===== config.mk =====
export PLATFORM = sky130hd
export DESIGN_NAME = qhbp_host_port
export DESIGN_NICKNAME = d
export VERILOG_FILES = /design/src/qhbp_pkg.sv /design/src/qhbp_host_port.sv
export SDC_FILE = /design/constraint.sdc
export NUM_CORES = 1
export LEC_CHECK = 0
export BUFFER_PORTS_ARGS = -buffer_cell sky130_fd_sc_hd__buf_2
export CAP_MARGIN = 20
export CORE_MARGIN = 4
export CORE_UTILIZATION = 40
export CTS_CLUSTER_DIAMETER = 100
export CTS_CLUSTER_SIZE = 24
export DETAILED_ROUTE_END_ITERATION = 6
export PLACE_DENSITY = 0.67
export SLEW_MARGIN = 40
export SYNTH_ARGS = -nofsm -noshare
export SYNTH_HDL_FRONTEND = slang
export SYNTH_SLANG_ARGS = --single-unit
export TNS_END_PERCENT = 50

===== constraint.sdc =====
create_clock -name clk -period 4.8 [get_ports clk]
set_input_delay 0.24 -clock clk [delete_from_list [all_inputs] [get_ports clk]]
set_output_delay 0.24 -clock clk [all_outputs]
set_load 0.03 [all_outputs]

===== src/qhbp_pkg.sv =====
// shared types and constants of the quad uart host bus port
package qhbp_pkg;
  localparam int CHAN_NUM = 4;
  localparam int ADDR_W = 3;
  localparam int DATA_W = 8;
  localparam int CHAN_W = 2;

  // values held by the port registers after reset
  localparam logic STROBE_IDLE_RST = 1'b1;
  localparam logic [CHAN_NUM-1:0] SELECT_IDLE_RST = 4'hF;
  localparam logic [ADDR_W-1:0] ADDR_RST = 3'h0;
  localparam logic [DATA_W-1:0] DATA_RST = 8'h00;
  localparam logic OE_OFF_RST = 1'b1;
  localparam logic [CHAN_NUM-1:0] IRQ_OE_RST = 4'hF;
  localparam logic [CHAN_NUM-1:0] IRQ_LVL_RST = 4'h0;

  // channel codes, A through D
  localparam logic [CHAN_W-1:0] CHAN_A = 2'h0;
  localparam logic [CHAN_W-1:0] CHAN_B = 2'h1;
  localparam logic [CHAN_W-1:0] CHAN_C = 2'h2;
  localparam logic [CHAN_W-1:0] CHAN_D = 2'h3;

  typedef enum logic [1:0] {
    ST_IDLE = 2'b00,
    ST_READ = 2'b01,
    ST_WRITE = 2'b10
  } qhbp_state_t;

  // one register access handed to the channel register files
  typedef struct packed {
    logic write;
    logic [CHAN_W-1:0] chan;
    logic [ADDR_W-1:0] addr;
    logic [DATA_W-1:0] data;
  } qhbp_access_t;

  localparam qhbp_access_t ACCESS_RST = '0;
endpackage


===== src/qhbp_host_port.sv =====
// host bus front end of a four channel uart: two bus personalities
`timescale 1ns/1ps
module qhbp_host_port (
  input wire logic clk,
  input wire logic rst_b,
  input wire logic busModeStrobe,
  input wire logic readStrobeN,
  input wire logic writeStrobeN,
  input wire logic chanASelectN,
  input wire logic chanBSelectN,
  input wire logic chanCSelectN,
  input wire logic chanDSelectN,
  input wire logic [qhbp_pkg::ADDR_W-1:0] addr,
  input wire logic [qhbp_pkg::DATA_W-1:0] hostWrData,
  output logic [qhbp_pkg::DATA_W-1:0] hostRdData,
  output logic dataOeB,
  input wire logic irqForceEnable,
  input wire logic [qhbp_pkg::CHAN_NUM-1:0] modemCtrlIrqEn,
  input wire logic [qhbp_pkg::CHAN_NUM-1:0] chanIrqPending,
  output logic [qhbp_pkg::CHAN_NUM-1:0] chanIrq,
  output logic [qhbp_pkg::CHAN_NUM-1:0] chanIrqOeB,
  output qhbp_pkg::qhbp_access_t regAccess,
  output logic regRdPulse,
  output logic regWrPulse,
  input wire logic [qhbp_pkg::DATA_W-1:0] regRdData
);
  import qhbp_pkg::*;

  qhbp_state_t state_q, state_d;
  logic rdPrev_q, rdPrev_d;
  logic wrPrev_q, wrPrev_d;
  logic [CHAN_NUM-1:0] selPrev_q, selPrev_d;
  logic [ADDR_W-1:0] addrPrev_q, addrPrev_d;
  logic [DATA_W-1:0] dataPrev_q, dataPrev_d;
  logic [DATA_W-1:0] dataOut_q, dataOut_d;
  logic dataOeB_q, dataOeB_d;
  qhbp_access_t access_q, access_d;
  logic rdPulse_q, rdPulse_d;
  logic wrPulse_q, wrPulse_d;
  logic [CHAN_NUM-1:0] irq_q, irq_d;
  logic [CHAN_NUM-1:0] irqOeB_q, irqOeB_d;

  logic [CHAN_NUM-1:0] selNow;
  logic rdFall, wrFall, csFall, selOne, endAccess;
  logic [CHAN_W-1:0] strobeChan;

  assign selNow = {chanDSelectN, chanCSelectN, chanBSelectN, chanASelectN};
  assign rdFall = rdPrev_q & ~readStrobeN;
  assign wrFall = wrPrev_q & ~writeStrobeN;
  assign csFall = selPrev_q[0] & ~chanASelectN;

  // strobe mode: exactly one channel select low picks the channel
  always_comb begin
    selOne = 1'b1;
    strobeChan = CHAN_A;
    case (~selNow)
      4'h1: strobeChan = CHAN_A;
      4'h2: strobeChan = CHAN_B;
      4'h4: strobeChan = CHAN_C;
      4'h8: strobeChan = CHAN_D;
      default: selOne = 1'b0;
    endcase
  end

  // end of access: strobe or device select returns high
  assign endAccess = busModeStrobe ?
    ((state_q == ST_READ) ? readStrobeN : writeStrobeN) : chanASelectN;

  // bus access sequencer, next values
  always_comb begin
    state_d = state_q;
    rdPrev_d = readStrobeN;
    wrPrev_d = writeStrobeN;
    selPrev_d = selNow;
    addrPrev_d = addr;
    dataPrev_d = hostWrData;
    dataOut_d = dataOut_q;
    dataOeB_d = dataOeB_q;
    access_d = access_q;
    rdPulse_d = 1'b0;
    wrPulse_d = 1'b0;
    case (state_q)
      ST_IDLE: begin
        dataOeB_d = OE_OFF_RST;
        if (busModeStrobe) begin
          if (rdFall && selOne) begin
            state_d = ST_READ;
            access_d = '{1'b0, strobeChan, addr, DATA_RST};
            rdPulse_d = 1'b1;
          end else if (wrFall && selOne) begin
            state_d = ST_WRITE;
            access_d.chan = strobeChan;
          end
        end else if (csFall) begin
          access_d.chan = {chanCSelectN, chanBSelectN};
          if (writeStrobeN) begin
            state_d = ST_READ;
            access_d.write = 1'b0;
            access_d.addr = addr;
            access_d.data = DATA_RST;
            rdPulse_d = 1'b1;
          end else begin
            state_d = ST_WRITE;
          end
        end
      end
      ST_READ: begin
        if (endAccess) begin
          state_d = ST_IDLE;
          dataOeB_d = OE_OFF_RST;
        end else begin
          dataOut_d = regRdData;
          dataOeB_d = 1'b0;
        end
      end
      ST_WRITE: begin
        dataOeB_d = OE_OFF_RST;
        if (endAccess) begin
          // data and address sampled while the strobe or device select was still low
          state_d = ST_IDLE;
          access_d.write = 1'b1;
          access_d.addr = addrPrev_q;
          access_d.data = dataPrev_q;
          wrPulse_d = 1'b1;
        end
      end
      default: begin
        state_d = ST_IDLE;
        dataOeB_d = OE_OFF_RST;
      end
    endcase
  end

  // interrupt pin drive per channel
  genvar gi;
  generate
    for (gi = 0; gi < CHAN_NUM; gi++) begin : gIrq
      always_comb begin
        if (busModeStrobe) begin
          irq_d[gi] = chanIrqPending[gi];
          irqOeB_d[gi] = ~(modemCtrlIrqEn[gi] | irqForceEnable);
        end else if (gi == 0) begin
          irq_d[gi] = 1'b0;
          irqOeB_d[gi] = ~(|chanIrqPending);
        end else begin
          irq_d[gi] = 1'b0;
          irqOeB_d[gi] = 1'b0;
        end
      end
    end
  endgenerate

  // state registers
  always_ff @(posedge clk or negedge rst_b) begin
    if (!rst_b) begin
      state_q <= ST_IDLE;
      rdPrev_q <= STROBE_IDLE_RST;
      wrPrev_q <= STROBE_IDLE_RST;
      selPrev_q <= SELECT_IDLE_RST;
      addrPrev_q <= ADDR_RST;
      dataPrev_q <= DATA_RST;
      dataOut_q <= DATA_RST;
      dataOeB_q <= OE_OFF_RST;
      access_q <= ACCESS_RST;
      rdPulse_q <= 1'b0;
      wrPulse_q <= 1'b0;
      irq_q <= IRQ_LVL_RST;
      irqOeB_q <= IRQ_OE_RST;
    end else begin
      state_q <= state_d;
      rdPrev_q <= rdPrev_d;
      wrPrev_q <= wrPrev_d;
      selPrev_q <= selPrev_d;
      addrPrev_q <= addrPrev_d;
      dataPrev_q <= dataPrev_d;
      dataOut_q <= dataOut_d;
      dataOeB_q <= dataOeB_d;
      access_q <= access_d;
      rdPulse_q <= rdPulse_d;
      wrPulse_q <= wrPulse_d;
      irq_q <= irq_d;
      irqOeB_q <= irqOeB_d;
    end
  end

  assign hostRdData = dataOut_q;
  assign dataOeB = dataOeB_q;
  assign regAccess = access_q;
  assign regRdPulse = rdPulse_q;
  assign regWrPulse = wrPulse_q;
  assign chanIrq = irq_q;
  assign chanIrqOeB = irqOeB_q;
endmodule


==> results.tsv, run 1 <==
metric	value	unit
die_w	77.52	um
worstPathMaxFanout	11	
worstSetupStartpointType	register	
synth_edf_count	0	
syn_nets	178	
drtIter0Drc	50	
numPortBuffers	69	
crit_cells	7	
dieHeight	77.52	um
synth_cell_types	40	
drtAntennaViolNets	0	
timing.rr.start	state_q[1]$_DFFE_PN0P_	
vias	1337	
setup_tns	0	ns
grt_usage	13.06	%
setup_viol	0	
area.growth.synth_to_final	26.08	%
wirelength	3778	um
worstMarginPinSlew	0.5888	ns
yosysWarnings	0	
holdPathStages	1	
min_to	dataPrev_q[6]$_DFF_PN0_	
path_cells	inv_1 > ha_1 > mux2i_1 > a21oi_1 > nand2_1 > o2bb2ai_2 > mux2_2	
final_cell_area	2437	um^2
core-area	4692	um^2
vdd_drop_max	0.0002730	V
antenna_found_initial	0	
synthesis.area	1933	um^2
nNetsFinal	252	
placed_area	2326	um^2
min_path_type	input pin to register	
r2r_end	regAccess[8]$_DFFE_PN0P_	
critPathCaptureType	register	
slew_headroom	60.75	%
grt_pass1_vias	1360	
critPathKind	register to register	
crit_slowest_cell	dfrtp_1	
antennaDiodeCount	0	
ios	70	
reg2reg_setup_slack	2.73	ns
finalNonFillerCells	267	
outcome	completed	
synthCells	138	
layout-drive-gt1-share	52.58	%
worst_clock_skew	0.003705	ns
ys_seq_area_share	63.95	%
async_reset_ff_share	100.0	%
cts_tree	built	
critPathTopFamily	multiplexers	
hpwl	2785	um
wire_per_inst	14.15	um
fmax	0.4825	GHz
cts.sinks	49	
dr.pass1.iters	4	
drv_cap	0	
clk_path_buf_depth	2	
max_stage_delay	0.41	ns
holdCritStartpoint	hostWrData[6]	
start_util	41.20	%
cp.required	4.98	ns
power_density	611.2	nW/um^2
grt_max_degree	50	
clk_pin_slew_worst_paths	0.08	ns
clock_latency	0.29	ns
cts_root_buffer	clkbuf_8	
critPathArrivalTime	2.25	ns
htree_levels	2	
vias_per_cell	5.007	
ff2ff_path_depth	7	
crit_buf_inv	1	
synth_ff_type	dfrtp_1	
ys_ff_latch	49	
rows	25	
leakage	0.001223	uW
overflow	0	
layout_min_cycle_time	2.073	ns
dp_cells	258	
gp_congestion	0.8254	
fin_util	51.95	%
finalCritPeriodShare	43.18	%
finalHoldViolations	0	
syn_avg_cell_area	14.01	um^2
grt_pass1_wl	6147	um
cts_buffers	5	
drv_slew	0	
post-route-drc-count	0	
cts_setup_buffers	0	
die_area	6009	um^2
grt_setup_unrepaired	false	
-- routing by layer --
layer  share of wire [%]  vias to the layer above  track usage (%)  routed length (um)
met5                   0                        -                0                   0
met4                 1.6                        0            5.872                  60
met3                 6.9                        5            3.944                 261
met2                  45                       45            20.12                1698
met1                  47                      644            16.97                1757
li1                    -                      643                -                   -
-- power breakdown --
part / switching [uW] / internal [uW] / leakage, uW / total [uW]
Sequential: 56.1 / 528 / 0.000595 / 585
Combinational: 403 / 245 / 0.000574 / 648
Clock: 127 / 130 / 0.0000542 / 257
-- registers in the layout (all words and copies together) (netlist names), 2 cells and up --
register	count
hostRdData	8
dataPrev_q	8
regAccess	14
state_q	2
addrPrev_q	3
chanIrqOeB	4
chanIrq	4
-- synth_stat cells, types with 2 or more instances --
cell / count / share of area [%]
dfrtp_1: 41 / 53
mux2_2: 12 / 7.0
nand2_1: 9 / 1.7
a22o_2: 8 / 4.1
dfstp_2: 8 / 11
a21oi_1: 5 / 1.3
inv_1: 5 / 0.97
nor2_1: 5 / 0.97
and2_1: 4 / 1.3
ha_1: 3 / 1.9
mux2i_1: 3 / 1.6
nand2b_1: 3 / 0.97
mux2_4: 2 / 1.6
nand4b_1: 2 / 0.91
o21ai_0: 2 / 0.52
o22ai_1: 2 / 0.65
-- through the flow --
stage          setup WS [ns]  hold WS (ns)  total power [uW]
2_1_floorplan          2.968      -0.05559              1082
3_3_place_gp           2.790        0.3487              1236
3_5_place_dp           2.739        0.2915              1245
4_1_cts                2.715       0.03552              1506
5_1_grt                2.547       0.02333              1581
6_report               2.727       0.04502              1490
-- what timing repair did --
action                                 in CTS  in global routing
hold buffers                                1                  0
endpoints found under the hold margin      41                  0
resized for setup                           0                  0
-- worst max-delay path by stage --
stage                                endpoint                    from
detailed placement   regAccess[8]$_DFFE_PN0P_  state_q[1]$_DFFE_PN0P_
global route         regAccess[8]$_DFFE_PN0P_  state_q[1]$_DFFE_PN0P_
finish               regAccess[8]$_DFFE_PN0P_  state_q[1]$_DFFE_PN0P_
floorplan           regAccess[10]$_DFFE_PN0P_  state_q[1]$_DFFE_PN0P_
global placement     regAccess[8]$_DFFE_PN0P_  state_q[1]$_DFFE_PN0P_
CTS                  regAccess[8]$_DFFE_PN0P_  state_q[1]$_DFFE_PN0P_
-- placed cells by master (no fill, tap or decap), drive strengths merged, types with 4 or more instances in the layout --
master	netlist	layout
buf	2	69
dfrtp	41	41
mux2	14	14
nand2	9	9
a22o	8	8
dfstp	8	8
clkbuf	1	7
inv	5	5
nor2	5	5
a21oi	5	5
and2	4	4
o21ai	4	4
-- layout make-up --
type	instances	area [um^2]
clock buffer	7	96.34
clock inverter	1	5.005
fill	421	2255
inverter	5	18.77
multi-input combinational	81	655.6
sequential	49	1236
tap	54	67.56
timing repair buffer	70	357.8
-- logic make-up after synthesis --
| family | share of synthesized area [%] |
|---|---|
| compound gates | 12.69 |
| xor+xnor | 0.4532 |
| fa+ha+maj | 1.942 |
| buf+inv | 2.136 |
| flops | 63.95 |
| mux | 10.10 |
| simple gates | 8.739 |
No activity file was read; power rests on OpenSTA's default activity.
==> run 2, diff against run 1 <==
- PLACE_DENSITY: 0.67 -> 0.69
- clock period: 4.8 -> 1.7 ns (I/O delays scaled with it)
==> results.tsv, run 2 (same netlist as run 1, synthesis figures left out) <==
metric	value	unit
outcome	completed	
grt_pass1_vias	1527	
grt_pass1_wl	6996	um
die_w	77.52	um
gp_congestion	0.7472	
critPathArrivalTime	1.93	ns
dp_cells	271	
fmax	0.5935	GHz
layout_min_cycle_time	1.685	ns
worstSetupStartpointType	register	
worstPathMaxFanout	8	
slew_headroom	67.29	%
htree_levels	2	
vdd_drop_max	0.0007390	V
finalHoldViolations	0	
vias_per_cell	4.877	
worst_clock_skew	0.006441	ns
clk_path_buf_depth	2	
cts_root_buffer	clkbuf_8	
worstMarginPinSlew	0.4907	ns
grt_setup_unrepaired	true	
critPathKind	register to register	
final_cell_area	2793	um^2
grt_util_met3	4.060	%
power_density	1606	nW/um^2
grt_usage	14.61	%
grt_max_degree	25	
die_area	6009	um^2
critPathCaptureType	register	
dieHeight	77.52	um
cts_buffers	5	
cts.sinks	49	
min_path_type	input pin to register	
clk_pin_slew_worst_paths	0.09	ns
drtIter0Drc	52	
clock_latency	0.30	ns
wirelength	4038	um
cts_tree	built	
vias	1468	
antennaDiodeCount	0	
setup_tns	0	ns
rows	25	
cp.required	1.95	ns
antenna_found_initial	0	
post-route-drc-count	0	
drtAntennaViolNets	0	
setup_viol	0	
wire_per_inst	13.42	um
largest_reg_flops	14	
hold_ws	0.01294	ns
numPortBuffers	69	
hpwl	3043	um
core-area	4692	um^2
nNetsFinal	286	
leakage	0.001377	uW
grt_busiest_layer	met2	
area.growth.synth_to_final	44.47	%
layout_common_cells	buf_2, dfrtp_1, dlygate4sd3_1	
ios	70	
drv_slew	0	
dr.pass1.iters	4	
overflow	0	
layout_commonest_cell	buf_2	
layout-drive-gt1-share	53.04	%
grtUsageMet1	18.79	%
gr-usage-met2	24.09	%
finalCritPeriodShare	99.12	%
finalNonFillerCells	301	
placed_area	2434	um^2
start_util	41.20	%
drv_cap	0	
[run 2: where the power goes]
| group | switching [uW] | internal [uW] | total [uW] |
|---|---|---|---|
| clock | 380 | 299 | 680 |
| combinational | 1230 | 922 | 2150 |
| sequential | 161 | 1490 | 1650 |
[run 2: layout make-up]
| cell class | count | area (um^2) |
|---|---|---|
| repair buffers | 104 | 670.6 |
| multi-input cells | 81 | 705.7 |
| inverters | 5 | 18.77 |
| clock buffers | 5 | 68.82 |
| fillers | 390 | 1899 |
| clock inverters | 3 | 25.02 |
| flip-flops and latches | 49 | 1236 |
| well taps | 54 | 67.56 |
[run 2: what timing repair did]
item | in CTS | in global routing
endpoints found under the hold margin | 39 | 0
endpoints found under the setup margin | 7 | 19
setup buffers | 0 | 0
gates resized for setup | 3 | 6
pin swaps | 1 | 7
hold buffers | 22 | 0
[run 2: path summary, 6_finish.rpt]
kind / slack, ns / to / cells after the start / startpoint
worst max-delay path: 0.02 / regAccess[2]$_DFFE_PN0P_ / 7 / state_q[0]$_DFFE_PN0P_
worst min-delay path: 0.01 / chanIrq[1]$_DFF_PN0_ / 2 / chanIrqPending[1]
worst max register to register: 0.02 / regAccess[2]$_DFFE_PN0P_ / 7 / state_q[0]$_DFFE_PN0P_
worst min register to register: 0.48 / regAccess[5]$_DFFE_PN0P_ / 1 / dataPrev_q[5]$_DFF_PN0_
max in group asynchronous: 0.77 / dataOeB$_DFF_PN1_ / 3 / rst_b
min in group asynchronous: 0.29 / regAccess[7]$_DFFE_PN0P_ / 2 / rst_b
[run 2: critical path, cell delays in order, from the launching register on]
cell and delay [ns]:
dfrtp_1 0.41, ha_4 0.19, mux2i_4 0.19, a21oi_2 0.17
nand2_2 0.10, buf_6 0.13, a31oi_4 0.25, a22o_2 0.20
[run 2: metal layers]
layer / vias up / wire length [um] / part of all wire (%)
li1: 711 / - / -
met1: 713 / 1784 / 44
met2: 39 / 1994 / 49
met3: 5 / 203 / 5.0
met4: 0 / 54 / 1.3
met5: - / 0 / 0
[run 2: through the flow]
step / total power, uW / worst slack (ns) / utilization (%)
after CTS: 4469 / -0.02225 / 58.99
final: 4484 / 0.01503 / 59.52
after detailed placement: 3688 / -0.02106 / 51.87
after global routing: 4775 / -0.07783 / 59.52
after global placement: 3655 / 0.01676 / 51.87
after floorplan: 3075 / -0.06166 / -
==> run 3, diff against run 2 <==
- CORE_MARGIN: 4 -> 1
==> results.tsv, run 3 (same netlist as run 1, synthesis figures left out) <==
metric	value	unit
grt_pass1_vias	1504	
cts_tree	built	
grt_pass1_wl	6596	um
die_w	71.52	um
clk_pin_slew_worst_paths	0.09	ns
layout-drive-gt1-share	53.28	%
rows	24	
n_fill_cell	368	
cts_root_buffer	clkbuf_8	
htree_levels	2	
violations	setup timing	
grt_max_degree	50	
layout_commonest_cell	buf_2	
slew_headroom	74.05	%
drtIter0Drc	84	
leakage	0.001375	uW
antennaDiodeCount	0	
worstMarginPinSlew	0.3879	ns
antenna_found_initial	0	
vias	1478	
finalCritPeriodShare	101.6	%
clock_latency	0.30	ns
ios	70	
critPathCaptureType	register	
post-route-drc-count	0	
min_path_type	input pin to register	
fin_util	61.56	%
vdd_drop_max	0.0005534	V
outcome	complete, but fails checks	
drv_cap	0	
worstSetupStartpointType	register	
start_util	42.92	%
fmax	0.5791	GHz
finalHoldViolations	0	
layout_min_cycle_time	1.727	ns
cts_buffers	5	
postLayoutSetupSlackWorst	-0.02686	ns
cp.required	1.95	ns
dieHeight	71.52	um
wire_per_inst	13.71	um
ff2ff_path_depth	7	
overflow	0	
vias_per_cell	4.993	
hpwl	2836	um
area.growth.synth_to_final	43.43	%
holdPathStages	2	
dr.pass1.iters	4	
route.met3.wl	197	um
grt_usage	16.69	%
drtAntennaViolNets	0	
worstPathMaxFanout	8	
power_density	1624	nW/um^2
gp_congestion	0.7756	
largest_reg_flops	14	
worst_clock_skew	0.006908	ns
nNetsFinal	283	
m1WireLength	1738	um
drv_slew	0	
layout_common_cells	buf_2, dfrtp_1, dlygate4sd3_1	
critPathArrivalTime	1.97	ns
setup_viol	8	
setup_tns	-0.1186	ns
critPathKind	register to register	
core-area	4504	um^2
clk_path_buf_depth	2	
grt_setup_unrepaired	true	
wirelength	4059	um
cts.sinks	49	
die_area	5115	um^2
highest_layer	met4	
numPortBuffers	69	
route.met2.wl	2037	um
run 3: per-layer routing:
metal / vias up / global-route usage [%]
met3: 9 / 4.641
met5: - / 0
met2: 45 / 28.68
met1: 721 / 19.83
li1: 703 / -
met4: 0 / 6.972
run 3: cell type report:
type,count,area (um^2),share of cell area (%)
clock buffer,5,68.82,2.482
clock inverter,3,21.27,0.7671
inverter,5,18.77,0.6769
multi-input combinational,81,710.7,25.63
sequential,49,1236,44.58
tap,52,65.06,2.347
timing repair buffer,101,651.9,23.51
run 3: power by group:
group	switching [uW]	total, uW	internal, uW
combinational	1250	2170	921
clock	385	677	292
sequential	161	1650	1490
total	1800	4500	2700
run 3: worst paths after layout:
kind	startpoint	endpoint	slack, ns
max	state_q[0]$_DFFE_PN0P_	regAccess[4]$_DFFE_PN0P_	-0.03
min	chanIrqPending[0]	chanIrq[0]$_DFF_PN0_	0.01
max reg2reg	state_q[0]$_DFFE_PN0P_	regAccess[4]$_DFFE_PN0P_	-0.03
min reg2reg	dataPrev_q[3]$_DFF_PN0_	regAccess[3]$_DFFE_PN0P_	0.48
max in group asynchronous	rst_b	chanIrqOeB[1]$_DFF_PN1_	1.12
min in group asynchronous	rst_b	regAccess[1]$_DFFE_PN0P_	0.28
run 3: through the flow:
step	power [uW]	hold slack, ns	worst slack (ns)	cells	instance area, um^2
CTS	4441	-0.08772	-0.02528	294	2719
finish	4502	0.009830	-0.02686	296	2773
global placement	3644	0.08865	0.02098	267	2429
global route	4746	0.002071	-0.1081	296	2773
floorplan	3075	-0.2106	-0.06166	138	1946
detailed placement	3695	0.09126	-0.02706	267	2429
run 3: critical path, cell delays in order, from the launching register on:
cell and delay, ns:
dfrtp_1 0.42, ha_4 0.19, mux2i_4 0.18, a21oi_2 0.17
nand2_2 0.11, buf_6 0.14, a31oi_4 0.26, a22o_2 0.21
run 3: timing repair:
action                                 4_1_cts  5_1_grt
hold buffers                                19        1
setup endpoints to repair                   14       17
endpoints found under the hold margin       60        1
gates resized for setup                      3        6
pin swaps                                    0        6
buffers inserted                             0        1
